### config.mk
export PLATFORM = sky130hd
export DESIGN_NAME = hpsc_port
export DESIGN_NICKNAME = d
export VERILOG_FILES = /design/src/hpsc_pkg.sv /design/src/hpsc_port.sv /design/src/hpsc_sync.sv
export SDC_FILE = /design/constraint.sdc
export NUM_CORES = 1
export LEC_CHECK = 0
export ABC_CLOCK_PERIOD_IN_PS = 1980
export CELL_PAD_IN_SITES_DETAIL_PLACEMENT = 0
export CELL_PAD_IN_SITES_GLOBAL_PLACEMENT = 1
export CORE_MARGIN = 3
export CORE_UTILIZATION = 49
export DETAILED_ROUTE_END_ITERATION = 7
export DONT_BUFFER_PORTS = 1
export PLACE_DENSITY_LB_ADDON = 0.1
export SLEW_MARGIN = 10
export SYNTH_ARGS = -nofsm -noshare
export SYNTH_HDL_FRONTEND = slang
export SYNTH_SLANG_ARGS = --single-unit
### constraint.sdc
create_clock -name clk_i -period 1.98 [get_ports clk_i]
set_input_delay 0 -clock clk_i [delete_from_list [all_inputs] [get_ports clk_i]]
set_output_delay 0 -clock clk_i [all_outputs]
set_load 0.01 [all_outputs]
### src/hpsc_pkg.sv
package hpsc_pkg;

  // ----------------------------------------------------------------------
  // register map
  // ----------------------------------------------------------------------
  localparam logic [7:0] HPSC_PORT_SC_ADDR = 8'h00;
  localparam logic [7:0] HPSC_CTRL_ADDR = 8'h04;
  localparam logic [7:0] HPSC_IRQ_STAT_ADDR = 8'h08;
  localparam logic [7:0] HPSC_IRQ_MASK_ADDR = 8'h0C;
  localparam logic [31:0] HPSC_UNMAPPED_RD = 32'h0000_0000;

  // ----------------------------------------------------------------------
  // port status/control field positions
  // ----------------------------------------------------------------------
  localparam int HPSC_B_CC = 0;
  localparam int HPSC_B_PE = 2;
  localparam int HPSC_B_PEC = 3;
  localparam int HPSC_B_OC = 4;
  localparam int HPSC_B_OCC = 5;
  localparam int HPSC_B_FPR = 6;
  localparam int HPSC_B_SUS = 7;
  localparam int HPSC_B_PR = 8;
  localparam int HPSC_B_LS_LO = 10;
  localparam int HPSC_B_LS_HI = 11;
  localparam int HPSC_B_PP = 12;
  localparam int HPSC_B_PO = 13;

  // control register fields (configured flag, power switch capability)
  localparam int HPSC_B_CFG = 0;
  localparam int HPSC_B_PPC = 1;

  // interrupt status/mask bits
  localparam int HPSC_I_OCC = 0;
  localparam int HPSC_I_PEC = 1;
  localparam int HPSC_I_RST_DONE = 2;
  localparam int HPSC_I_RESUME = 3;
  localparam int HPSC_IRQ_W = 4;

  // reset values
  localparam logic HPSC_PO_RST = 1'b1;
  localparam logic HPSC_PP_RST = 1'b0;
  localparam logic [1:0] HPSC_CTRL_RST = 2'h0;
  localparam logic [3:0] HPSC_MASK_RST = 4'h0;

  // ----------------------------------------------------------------------
  // timing
  // ----------------------------------------------------------------------
  localparam int HPSC_CLK_MHZ = 40;
  localparam int HPSC_RST_MIN_US = 10;
  localparam int HPSC_RST_CYC = HPSC_RST_MIN_US * HPSC_CLK_MHZ;
  localparam int HPSC_RSTCNT_W = 16;

  // ----------------------------------------------------------------------
  // types
  // ----------------------------------------------------------------------
  typedef enum logic [1:0] {
    HPSC_PORT_DISABLED,
    HPSC_PORT_ENABLED,
    HPSC_PORT_SUSPENDED
  } hpsc_port_state_t;

  typedef struct packed {
    logic [7:0] addr;
    logic [31:0] wdata;
    logic wr;
    logic rd;
  } hpsc_bus_req_t;

  typedef struct packed {
    logic dp;
    logic dm;
    logic present;
    logic overcurrent;
    logic high_speed;
    logic eof2_fault;
    logic resume_k;
  } hpsc_line_t;

endpackage

### src/hpsc_port.sv
`timescale 1ns/1ps
// Behaviour
// - Ownership clears on configured rise; held one while configured is zero.
// - Software sets ownership for non-high-speed devices; companion then owns.
// - Without power switch capability port power reads one, ignores writes.
// - With capability, port power is read/write switch setting.
// - Unpowered port is inert: no connect, enable reads zero.
// - Over-current on powered switched port drops port power.
// - Line state mirrors D+ upper, D- lower bit.
// - Writing reset one from zero starts bus reset; zero ends it once HPSC_RST_CYC cycles have elapsed.
// - Suspended port blocks downstream data except reset; resume sensed.
// - Port state decoded from enable and suspend bits.
// - Over-current change set on any over-current change; write-one clears.
// - Over-current active follows present condition.
// - Enable change set only on EOF2 fault disable; write-one clears.
// - Software cannot enable; reset finding high speed enables.
// - Connect reads device presence, zero without power.
module hpsc_port
  import hpsc_pkg::*;
(
  // clock and reset
  input wire logic clk_i,
  input wire logic reset_n_i,
  // register port
  input wire logic [7:0] addr_i,
  input wire logic [31:0] wdata_i,
  input wire logic wr_i,
  input wire logic rd_i,
  output logic [31:0] rdata_o,
  // port side pins
  input wire hpsc_pkg::hpsc_line_t line_i,
  output logic port_power_o,
  output logic bus_reset_o,
  output logic drive_resume_o,
  output logic downstream_block_o,
  output logic companion_ownership_o,
  output hpsc_pkg::hpsc_port_state_t port_state_o,
  // interrupt
  output logic irq_o
);
  import hpsc_pkg::*;

  // ----------------------------------------------------------------------
  // declarations
  // ----------------------------------------------------------------------
  hpsc_bus_req_t req;
  hpsc_line_t ln;
  logic configured_flag_q;
  logic power_switch_capability_q;
  logic cfg_prev_q;
  logic companion_ownership_q;
  logic port_power_q;
  logic port_enabled_flag_q;
  logic port_sleep_state_q;
  logic force_wakeup_q;
  logic port_bus_reset_q;
  logic overcurrent_prev_q;
  logic ovc_change_q;
  logic enable_change_flag_q;
  logic [HPSC_RSTCNT_W-1:0] rst_cnt_q;
  logic [HPSC_IRQ_W-1:0] irq_stat_q;
  logic [HPSC_IRQ_W-1:0] irq_mask_q;
  logic [31:0] rdata_q;

  assign req = '{addr: addr_i, wdata: wdata_i, wr: wr_i, rd: rd_i};

  // ----------------------------------------------------------------------
  // pin synchronisers
  // ----------------------------------------------------------------------
  hpsc_sync #(.W(7)) u_sync (
    .clk_i(clk_i),
    .reset_n_i(reset_n_i),
    .async_i(line_i),
    .sync_o(ln)
  );

  // ----------------------------------------------------------------------
  // decode
  // ----------------------------------------------------------------------
  wire sel_sc = req.addr == HPSC_PORT_SC_ADDR;
  wire sel_ctrl = req.addr == HPSC_CTRL_ADDR;
  wire sel_stat = req.addr == HPSC_IRQ_STAT_ADDR;
  wire sel_mask = req.addr == HPSC_IRQ_MASK_ADDR;
  wire wr_sc = req.wr && sel_sc;
  wire wr_ctrl = req.wr && sel_ctrl;
  wire rd_stat = req.rd && sel_stat;

  wire pp_eff = power_switch_capability_q ? port_power_q : 1'b1;

  wire connect_present = pp_eff & ln.present;
  wire overcurrent_active = ln.overcurrent;
  wire [1:0] line_state_field = pp_eff ? {ln.dp, ln.dm} : 2'h0;

  wire cfg_rise = configured_flag_q & ~cfg_prev_q;
  wire cfg_next = wr_ctrl ? req.wdata[HPSC_B_CFG] : configured_flag_q;
  wire oc_edge = overcurrent_active ^ overcurrent_prev_q;
  wire pr_start = wr_sc & req.wdata[HPSC_B_PR] & ~port_bus_reset_q;
  wire rst_timed = rst_cnt_q >= HPSC_RSTCNT_W'(HPSC_RST_CYC);
  wire pr_end = port_bus_reset_q & wr_sc & ~req.wdata[HPSC_B_PR] &
                rst_timed;
  wire eof2_dis = port_enabled_flag_q & ln.eof2_fault & pp_eff;
  wire resume_seen = port_sleep_state_q & ln.resume_k;

  // ----------------------------------------------------------------------
  // ownership and config
  // ----------------------------------------------------------------------
  always_ff @(posedge clk_i or negedge reset_n_i) begin
    if (!reset_n_i) begin
      configured_flag_q <= HPSC_CTRL_RST[HPSC_B_CFG];
      power_switch_capability_q <= HPSC_CTRL_RST[HPSC_B_PPC];
      cfg_prev_q <= HPSC_CTRL_RST[HPSC_B_CFG];
      companion_ownership_q <= HPSC_PO_RST;
    end else begin
      cfg_prev_q <= configured_flag_q;
      if (wr_ctrl) begin
        configured_flag_q <= req.wdata[HPSC_B_CFG];
        power_switch_capability_q <= req.wdata[HPSC_B_PPC];
      end
      if (!cfg_next) begin
        companion_ownership_q <= 1'b1;
      end else if (cfg_rise) begin
        companion_ownership_q <= 1'b0;
      end else if (wr_sc) begin
        companion_ownership_q <= req.wdata[HPSC_B_PO];
      end
    end
  end

  // ----------------------------------------------------------------------
  // power, reset, enable, suspend
  // ----------------------------------------------------------------------
  always_ff @(posedge clk_i or negedge reset_n_i) begin
    if (!reset_n_i) begin
      port_power_q <= HPSC_PP_RST;
      port_bus_reset_q <= 1'b0;
      rst_cnt_q <= '0;
      port_enabled_flag_q <= 1'b0;
      port_sleep_state_q <= 1'b0;
      force_wakeup_q <= 1'b0;
    end else begin
      if (power_switch_capability_q && port_power_q && ln.overcurrent) begin
        port_power_q <= 1'b0;
      end else if (wr_sc && power_switch_capability_q) begin
        port_power_q <= req.wdata[HPSC_B_PP];
      end
      if (port_bus_reset_q && !rst_timed) begin
        rst_cnt_q <= rst_cnt_q + 1'b1;
      end else if (!port_bus_reset_q) begin
        rst_cnt_q <= '0;
      end
      if (!pp_eff || companion_ownership_q) begin
        port_bus_reset_q <= 1'b0;
        port_enabled_flag_q <= 1'b0;
        port_sleep_state_q <= 1'b0;
        force_wakeup_q <= 1'b0;
      end else if (pr_start || (port_bus_reset_q && !pr_end)) begin
        port_bus_reset_q <= 1'b1;
        port_enabled_flag_q <= 1'b0;
        port_sleep_state_q <= 1'b0;
        force_wakeup_q <= 1'b0;
      end else if (pr_end) begin
        port_bus_reset_q <= 1'b0;
        port_enabled_flag_q <= ln.present & ln.high_speed;
      end else begin
        if (eof2_dis || (wr_sc && !req.wdata[HPSC_B_PE])) begin
          port_enabled_flag_q <= 1'b0;
          port_sleep_state_q <= 1'b0;
        end else if (wr_sc && req.wdata[HPSC_B_SUS] &&
                     port_enabled_flag_q) begin
          port_sleep_state_q <= 1'b1;
        end
        if (resume_seen) begin
          force_wakeup_q <= 1'b1;
        end else if (wr_sc && port_sleep_state_q) begin
          force_wakeup_q <= req.wdata[HPSC_B_FPR];
          if (!req.wdata[HPSC_B_FPR] && force_wakeup_q) begin
            port_sleep_state_q <= 1'b0;
          end
        end
      end
    end
  end

  // ----------------------------------------------------------------------
  // change flags
  // ----------------------------------------------------------------------
  always_ff @(posedge clk_i or negedge reset_n_i) begin
    if (!reset_n_i) begin
      overcurrent_prev_q <= 1'b0;
      ovc_change_q <= 1'b0;
      enable_change_flag_q <= 1'b0;
    end else begin
      overcurrent_prev_q <= overcurrent_active;
      if (oc_edge) begin
        ovc_change_q <= 1'b1;
      end else if (wr_sc && req.wdata[HPSC_B_OCC]) begin
        ovc_change_q <= 1'b0;
      end
      if (!pp_eff) begin
        enable_change_flag_q <= 1'b0;
      end else if (eof2_dis) begin
        enable_change_flag_q <= 1'b1;
      end else if (wr_sc && req.wdata[HPSC_B_PEC]) begin
        enable_change_flag_q <= 1'b0;
      end
    end
  end

  // ----------------------------------------------------------------------
  // interrupts
  // ----------------------------------------------------------------------
  wire [HPSC_IRQ_W-1:0] irq_ev = {resume_seen, pr_end, eof2_dis, oc_edge};

  always_ff @(posedge clk_i or negedge reset_n_i) begin
    if (!reset_n_i) begin
      irq_stat_q <= '0;
      irq_mask_q <= HPSC_MASK_RST;
    end else begin
      irq_stat_q <= irq_ev | (rd_stat ? '0 : irq_stat_q);
      if (req.wr && sel_mask) begin
        irq_mask_q <= req.wdata[HPSC_IRQ_W-1:0];
      end
    end
  end

  assign irq_o = |(irq_stat_q & irq_mask_q);

  // ----------------------------------------------------------------------
  // read back
  // ----------------------------------------------------------------------
  // state decode
  assign port_state_o = !port_enabled_flag_q ? HPSC_PORT_DISABLED :
                        port_sleep_state_q ? HPSC_PORT_SUSPENDED :
                        HPSC_PORT_ENABLED;

  logic [31:0] sc_word;
  always_comb begin
    sc_word = '0;
    sc_word[HPSC_B_CC] = connect_present;
    sc_word[HPSC_B_PE] = port_enabled_flag_q & pp_eff;
    sc_word[HPSC_B_PEC] = enable_change_flag_q;
    sc_word[HPSC_B_OC] = overcurrent_active;
    sc_word[HPSC_B_OCC] = ovc_change_q;
    sc_word[HPSC_B_FPR] = force_wakeup_q;
    sc_word[HPSC_B_SUS] = port_sleep_state_q;
    sc_word[HPSC_B_PR] = port_bus_reset_q;
    sc_word[HPSC_B_LS_HI:HPSC_B_LS_LO] = line_state_field;
    sc_word[HPSC_B_PP] = pp_eff;
    sc_word[HPSC_B_PO] = companion_ownership_q;
  end

  wire [31:0] ctrl_word = {30'h0, power_switch_capability_q,
                           configured_flag_q};
  wire [31:0] rd_mux = sel_sc ? sc_word :
                       sel_ctrl ? ctrl_word :
                       sel_stat ? {28'h0, irq_stat_q} :
                       sel_mask ? {28'h0, irq_mask_q} :
                       HPSC_UNMAPPED_RD;

  always_ff @(posedge clk_i or negedge reset_n_i) begin
    if (!reset_n_i) begin
      rdata_q <= '0;
    end else begin
      rdata_q <= req.rd ? rd_mux : 32'h0000_0000;
    end
  end

  // ----------------------------------------------------------------------
  // outputs
  // ----------------------------------------------------------------------
  assign rdata_o = rdata_q;
  assign port_power_o = pp_eff;
  assign bus_reset_o = port_bus_reset_q;
  assign drive_resume_o = force_wakeup_q & port_sleep_state_q;
  assign downstream_block_o = port_sleep_state_q & ~port_bus_reset_q;
  assign companion_ownership_o = companion_ownership_q;

endmodule

### src/hpsc_sync.sv
`timescale 1ns/1ps
module hpsc_sync #(
  parameter int W = 1
) (
  // clock and reset
  input wire logic clk_i,
  input wire logic reset_n_i,
  // data
  input wire logic [W-1:0] async_i,
  output logic [W-1:0] sync_o
);

  logic [W-1:0] s1_q;
  logic [W-1:0] s2_q;
  logic [W-1:0] s3_q;

  // ----------------------------------------------------------------------
  // three stages, accepted when stages two and three agree
  // ----------------------------------------------------------------------
  wire [W-1:0] agree = ~(s2_q ^ s3_q);

  always_ff @(posedge clk_i or negedge reset_n_i) begin
    if (!reset_n_i) begin
      s1_q <= '0;
      s2_q <= '0;
      s3_q <= '0;
      sync_o <= '0;
    end else begin
      s1_q <= async_i;
      s2_q <= s1_q;
      s3_q <= s2_q;
      sync_o <= (agree & s3_q) | (~agree & sync_o);
    end
  end

endmodule

==> results.json, run 1 <==
{
  "rrSetupSlack_ps": 170,
  "hold_path_startpoint": "addr_i[4]",
  "cp.arrival_ps": 2080,
  "multi_input_area_sq_um": 1120,
  "avgSynthCellArea_sq_um": 12.2,
  "status": "finished clean",
  "ys_warn_count": 0,
  "antenna_found_initial": 0,
  "pwr_density_cell_nw_per_um2": 847,
  "p_sw_uw": 746,
  "synth-compound-area-share_pct": 9.00,
  "final_nets": 351,
  "n_antenna_cell": 0,
  "p_int_mw": 2.43,
  "grt_max_degree": 78,
  "core_sq_um": 6100,
  "rsz0062_at_grt": "no",
  "numCtsBuffers": 9,
  "clkPwrFrac_pct": 42.2,
  "globalplace.congestion": 0.755,
  "crit_path_end_kind": "flip-flop",
  "tns_ps": 0,
  "grt_usage_pct": 18.6,
  "critPathKind": "flip-flop to flip-flop",
  "maxCapViolations": 0,
  "reg2reg_from": "rst_cnt_q[4]$_DFFE_PN0P_",
  "yosysSeqAreaShare_pct": 60.6,
  "drtAntennaViolNets": 0,
  "row_count": 28,
  "area_growth_pct": 17.9,
  "synth_top_area_cell": "dfrtp_1",
  "synth_edf_count": 0,
  "startpoint": "rst_cnt_q[4]$_DFFE_PN0P_",
  "p_comb_share_pct": 5.5,
  "synth.most_common_cell": "dfrtp_1",
  "p_seq_share_pct": 52.3,
  "dieArea_sq_um": 7500,
  "synth_area_leaders": "dfrtp_1 60%, buf_4 4.5%, and2_1 3.7%",
  "h-tree-depth": 3,
  "reg2reg_depth": 4,
  "fmax_mhz": 552,
  "fp.dieW_um": 86.6,
  "worstHoldPathCells": 4,
  "synthArstFlopShare_pct": 100,
  "tritoncts": "done",
  "min_to": "irq_stat_q[2]$_DFF_PN0_",
  "die_height_um": 86.6,
  "final_cells": 378,
  "path_max_fanout": 9,
  "worst_ep_required_time_ps": 2250,
  "finalCriticalPeriod_ps": 1810,
  "synth_simple_gate_area_share_pct": 15.7,
  "whs_ps": 18.7,
  "synth_cell_type_count": 47,
  "io_buffers": 0,
  "hpwl_mm": 4.03,
  "initial_utilization_pct": 52.2,
  "synth_area_sq_um": 3180,
  "fin_util_pct": 61.6,
  "synth_xor_area_share_pct": 1.10,
  "grt_pass1_wl_mm": 10.5,
  "root_buffer": "clkbuf_8",
  "leakagePower_nw": 1.69,
  "firstDrtPassIters": 4,
  "fillers": 515,
  "drive_gt1_share_pct": 10.2,
  "io_pins": 91,
  "drt_iter0_markers": 131,
  "clock-sinks": 77,
  "route.detailed.drc": 0,
  "ys_ff_latch": 77,
  "placedCellCount": 332,
  "postRouteWirelength_mm": 6.19,
  "rr_endpoint": "rst_cnt_q[6]$_DFFE_PN0P_",
  "cts_buffer_depth": 2,
  "vias": 2007,
  "switching_share_pct": 23.5,
  "place_area_sq_um": 3210,
  "final_cell_area_sq_um": 3750,
  "finalPower_mw": 3.18,
  "ir_worst_vdd_mv": 0.592,
  "clk_pin_slew_ps": 80,
  "grt_overflow": 0,
  "holdCritPathClass": "primary input to flip-flop",
  "clock_skew_ps": 10.1,
  "via_per_inst": 5.31,
  "synth_cells": 260,
  "drv_slew": 0,
  "ys.flop_type": "dfrtp_1",
  "synth_top_family_by_area": "simple AND/OR/NAND/NOR gates",
  "finalSetupViolCount": 0,
  "synthAdderAreaFrac_pct": 2.99,
  "fin_crit_sh_pct": 91.5,
  "synth_mux_area_share_pct": 4.09,
  "insertion_delay_ps": 350,
  "cp-start-kind": "flip-flop",
  "dp_slack_ps": 194,
  "grt_pass1_vias": 2055,
  "synth_top_area_share_pct": 59.7,
  "setup_slack_ps": 168,
  "hold_viol": 0,
  "seqCellArea_sq_um": 1930,
  "yosys-top-cells-count": "76 x dfrtp_1, 19 x and2_1, 19 x buf_4",
  "wire_per_inst_um": 16.4
}
-- worst max-delay path by stage --
stage / endpoint
after floorplan: rst_cnt_q[6]$_DFFE_PN0P_
after global placement: rst_cnt_q[6]$_DFFE_PN0P_
after detailed placement: rst_cnt_q[6]$_DFFE_PN0P_
after CTS: port_sleep_state_q$_DFFE_PN0P_
after global routing: rst_cnt_q[6]$_DFFE_PN0P_
final: rst_cnt_q[6]$_DFFE_PN0P_
-- cell type report --
| class | instances | share of cell area, % |
|---|---|---|
| clock buffers | 9 | 3.30 |
| clock inverters | 7 | 2.73 |
| inverters | 8 | 0.800 |
| multi-input cells | 167 | 29.8 |
| flip-flops and latches | 77 | 51.4 |
| well taps | 75 | 2.50 |
| repair buffers | 35 | 9.47 |
-- cell usage in the layout, fill, tap and decap left out, types with 3 or more instances in the layout --
cell type      instances
or4_1                  3
o21ai_1               13
dlygate4sd3_1         29
o31ai_1                3
buf_4                  5
mux2_1                 7
a22oi_1                4
dfrtp_1               75
nor2_1                10
nand3_1                3
mux2i_1                4
inv_6                  4
and2_1                19
nand2_1               12
conb_1                19
nor2b_1                8
nand4_1                9
maj3_1                 7
and3_1                 5
clkbuf_8               9
inv_1                  8
a21oi_1               10
-- worst max-delay path, stage by stage (launching register included) --
cell and delay [ps]:
dfrtp_1 460, o311ai_4 330, nand3_2 230, or4_1 560
a21oi_1 160
-- timing repair --
item,in CTS,in global routing
hold buffers,30,0
hold endpoints to repair,105,0
gates resized for setup,0,1
endpoints found under the setup margin,0,1
setup buffers,0,0
-- logic make-up after synthesis --
logic type,after synthesis
buffers and inverters,34
XOR/XNOR,4
multiplexers,12
other,1
adder cells (fa/ha/maj),9
AND/OR/NAND/NOR,81
AO/OA/AOI/OAI,42
flip-flops,77
-- registers in the layout, indices dropped and copies added (netlist names), 4 cells and up, named ones only --
name	flops
irq_mask_q	4
irq_stat_q	4
rdata_o	13
rst_cnt_q	16
u_sync.s1_q	7
u_sync.s2_q	7
u_sync.s3_q	7
-- routing by layer --
metal | routed length [um] | track usage [%] | up-vias | part of all wire [%]
met4 | 101 | 9.49 | 0 | 1.6
li1 | - | - | 946 | -
met1 | 2950 | 26.0 | 983 | 48
met5 | 0 | 0 | - | 0
met3 | 392 | 5.04 | 13 | 6.3
met2 | 2750 | 26.5 | 65 | 44
-- power groups by stage --
stage	clock, mW	combinational [mW]	sequential (mW)
detailed placement	0	0.0905	1.70
CTS	1.38	0.176	1.66
global route	1.45	0.197	1.67
global placement	0	0.0895	1.69
finish	1.34	0.174	1.66
floorplan	0	0.112	1.68
(Power assumes the default switching activity.)
==> inputs of run 2 (changes only) <==
--- a/config.mk
+++ b/config.mk
@@ -13,7 +13,9 @@
 export DETAILED_ROUTE_END_ITERATION = 7
 export DONT_BUFFER_PORTS = 1
 export PLACE_DENSITY_LB_ADDON = 0.1
+export SKIP_CTS_REPAIR_TIMING = 1
 export SLEW_MARGIN = 10
 export SYNTH_ARGS = -nofsm -noshare
 export SYNTH_HDL_FRONTEND = slang
+export SYNTH_HIERARCHICAL = 1
 export SYNTH_SLANG_ARGS = --single-unit
==> run 2 against run 1 <==
Compared with the run above:
- flip-flop and latch count did not move
- largest power group unchanged
- critical endpoint is now rst_cnt_q[7]$_DFFE_PN0P_
- sequential share of layout area grew 2.6 points
- largest cell class unchanged
- count of clock-buffer cells in the layout did not move
- combinational power is 9% lower
- clock skew up 1.3 ps
- die area is 1.2% lower
- the run now ends with negative hold slack left
- non-clock buffer count fell by 12
- clock power down 16%
==> results.json, run 2 <==
{
  "yosys-top-cells-count": "76 x dfrtp_1, 20 x buf_4, 19 x and2_1",
  "worst_ep_required_time_ps": 2260,
  "largest_reg_flops": 16,
  "pwr_density_cell_nw_per_um2": 825,
  "ys.flop_type": "dfrtp_1",
  "finalSetupViolCount": 0,
  "vias": 1901,
  "synth_edf_count": 0,
  "synth_top_area_share_pct": 60.5,
  "fillers": 521,
  "firstDrtPassIters": 4,
  "seqCellArea_sq_um": 1930,
  "n_antenna_cell": 0,
  "grt_overflow": 0,
  "fin_crit_sh_pct": 90.2,
  "cp-start-kind": "flip-flop",
  "rsz0062_at_grt": "no",
  "wl_met2_mm": 2.54,
  "insertion_delay_ps": 350,
  "hold_viol": 5,
  "met1_length_mm": 2.60,
  "synth_cell_type_count": 51,
  "ir_worst_vdd_mv": 0.675,
  "avgSynthCellArea_sq_um": 12.4,
  "ys_ff_latch": 77,
  "drt_iter0_markers": 81,
  "grt_max_degree": 78,
  "grt_pass1_vias": 1700,
  "reg2reg_from": "rst_cnt_q[4]$_DFFE_PN0P_",
  "path_max_fanout": 7,
  "wl_met3_um": 375,
  "clock_skew_ps": 11.4,
  "finalCriticalPeriod_ps": 1790,
  "antenna_found_initial": 0,
  "postRouteWirelength_mm": 5.57,
  "synth_cells": 253,
  "dieArea_sq_um": 7410,
  "grt_usage_pct": 15.6,
  "via_per_inst": 5.28,
  "final_nets": 333,
  "cp.arrival_ps": 2060,
  "dp_slack_ps": 151,
  "maxSlewHeadroom_pct": 61.5,
  "clock-sinks": 77,
  "row_count": 28,
  "clk_pin_slew_ps": 100,
  "setup_slack_ps": 195,
  "finalPower_mw": 2.95,
  "fmax_mhz": 560,
  "tns_ps": 0,
  "area_growth_pct": 13.6,
  "violations": "negative hold slack",
  "tritoncts": "done",
  "io_pins": 91,
  "root_buffer": "clkbuf_8",
  "yosysSeqAreaShare_pct": 61.3,
  "rrSetupSlack_ps": 190,
  "globalplace.congestion": 0.777,
  "crit_path_end_kind": "flip-flop",
  "worstHoldPathCells": 3,
  "final_cell_area_sq_um": 3570,
  "rr_endpoint": "rst_cnt_q[7]$_DFFE_PN0P_",
  "top_layer_used": "met4",
  "whs_ps": -20.5,
  "regMostFlops": "rst_cnt_q",
  "critPathKind": "flip-flop to flip-flop",
  "h-tree-depth": 3,
  "core_sq_um": 6060,
  "leakagePower_nw": 1.56,
  "tightestPinTransition_ps": 576,
  "place_area_sq_um": 3150,
  "wire_per_inst_um": 15.5,
  "initial_utilization_pct": 51.9,
  "mostFrequentLayoutCells": "76 x dfrtp_1, 20 x dlygate4sd3_1, 19 x and2_1, 19 x conb_1, 15 x nand2_1",
  "cts_buffer_depth": 2,
  "grt_pass1_wl_mm": 8.67,
  "drive_gt1_share_pct": 14.4,
  "holdCritPathClass": "primary input to flip-flop",
  "synth_area_leaders": "dfrtp_1 61%, buf_4 4.8%, and2_1 3.8%",
  "hold_path_startpoint": "addr_i[3]",
  "min_to": "rdata_o[1]$_DFF_PN0_",
  "fp.dieW_um": 86.1,
  "synth_top_area_cell": "dfrtp_1",
  "ys_warn_count": 6,
  "multi_input_area_sq_um": 1080,
  "numCtsBuffers": 9,
  "final_common_cell": "dfrtp_1",
  "drv_slew": 0,
  "maxCapViolations": 0,
  "status": "finished, violations left",
  "synth.most_common_cell": "dfrtp_1",
  "synth_area_sq_um": 3140,
  "reg2reg_depth": 4,
  "synthArstFlopShare_pct": 100,
  "drtAntennaViolNets": 0,
  "route.detailed.drc": 0,
  "hpwl_mm": 3.74,
  "die_height_um": 86.1,
  "io_buffers": 0
}
run 2: changes by cell type after synthesis, sizes merged, moves of 3 or more:
cell	delta
nor2	-4
nand4	-6
o21ai	-3
nand2	+3
a21oi	-6
and3	-4
a21boi	+4
run 2: cell families after synthesis:
kind of cell / synth area share, %
compound gates: 9.40
flops: 61.3
mux: 3.42
fa+ha+maj: 3.30
buf+inv: 6.53
simple gates: 15.0
xor+xnor: 0.836
other cells: 0.119
run 2: worst max-delay path by stage:
stage                                        start                       end  slack, ps  cells past startpoint
after global placement    rst_cnt_q[4]$_DFFE_PN0P_  rst_cnt_q[5]$_DFFE_PN0P_        200                      4
after global routing      rst_cnt_q[6]$_DFFE_PN0P_  rst_cnt_q[7]$_DFFE_PN0P_         40                      4
after floorplan           rst_cnt_q[6]$_DFFE_PN0P_  rst_cnt_q[3]$_DFFE_PN0P_        440                      5
final                     rst_cnt_q[4]$_DFFE_PN0P_  rst_cnt_q[7]$_DFFE_PN0P_        190                      4
after detailed placement  rst_cnt_q[4]$_DFFE_PN0P_  rst_cnt_q[5]$_DFFE_PN0P_        150                      4
after CTS                 rst_cnt_q[4]$_DFFE_PN0P_  rst_cnt_q[7]$_DFFE_PN0P_        130                      4
run 2: per-layer routing:
| metal | up-vias | GRT usage [%] |
|---|---|---|
| li1 | 904 | - |
| met1 | 928 | 22.6 |
| met2 | 65 | 21.4 |
| met3 | 4 | 6.15 |
| met4 | 0 | 5.18 |
| met5 | - | 0 |
run 2: worst max-delay path, cell delays in order, from the launching register on:
cell and delay, ps:
dfrtp_1 440, o311ai_2 380, nand3_2 210, or4_1 540, a21boi_1 150
run 2: area by class of cell:
cell class,count,share of cell area [%]
multi-input combinational,160,30.3
clock buffer,9,3.47
timing repair buffer,23,6.80
clock inverter,7,1.86
sequential,77,54.0
tap,75,2.63
inverter,9,0.946
run 2: stage by stage:
| stage | instances | util [%] |
|---|---|---|
| 2_1_floorplan | 271 | - |
| 3_3_place_gp | 323 | 51.9 |
| 3_5_place_dp | 323 | 51.9 |
| 4_1_cts | 339 | 55.1 |
| 5_1_grt | 360 | 58.9 |
| 6_report | 360 | 58.9 |
run 2: where the power goes:
part	switching (mW)	total, mW	internal (mW)
registers	0.0356	1.66	1.63
clock network	0.638	1.13	0.487
logic	0.0892	0.158	0.0687
total	0.763	2.95	2.18
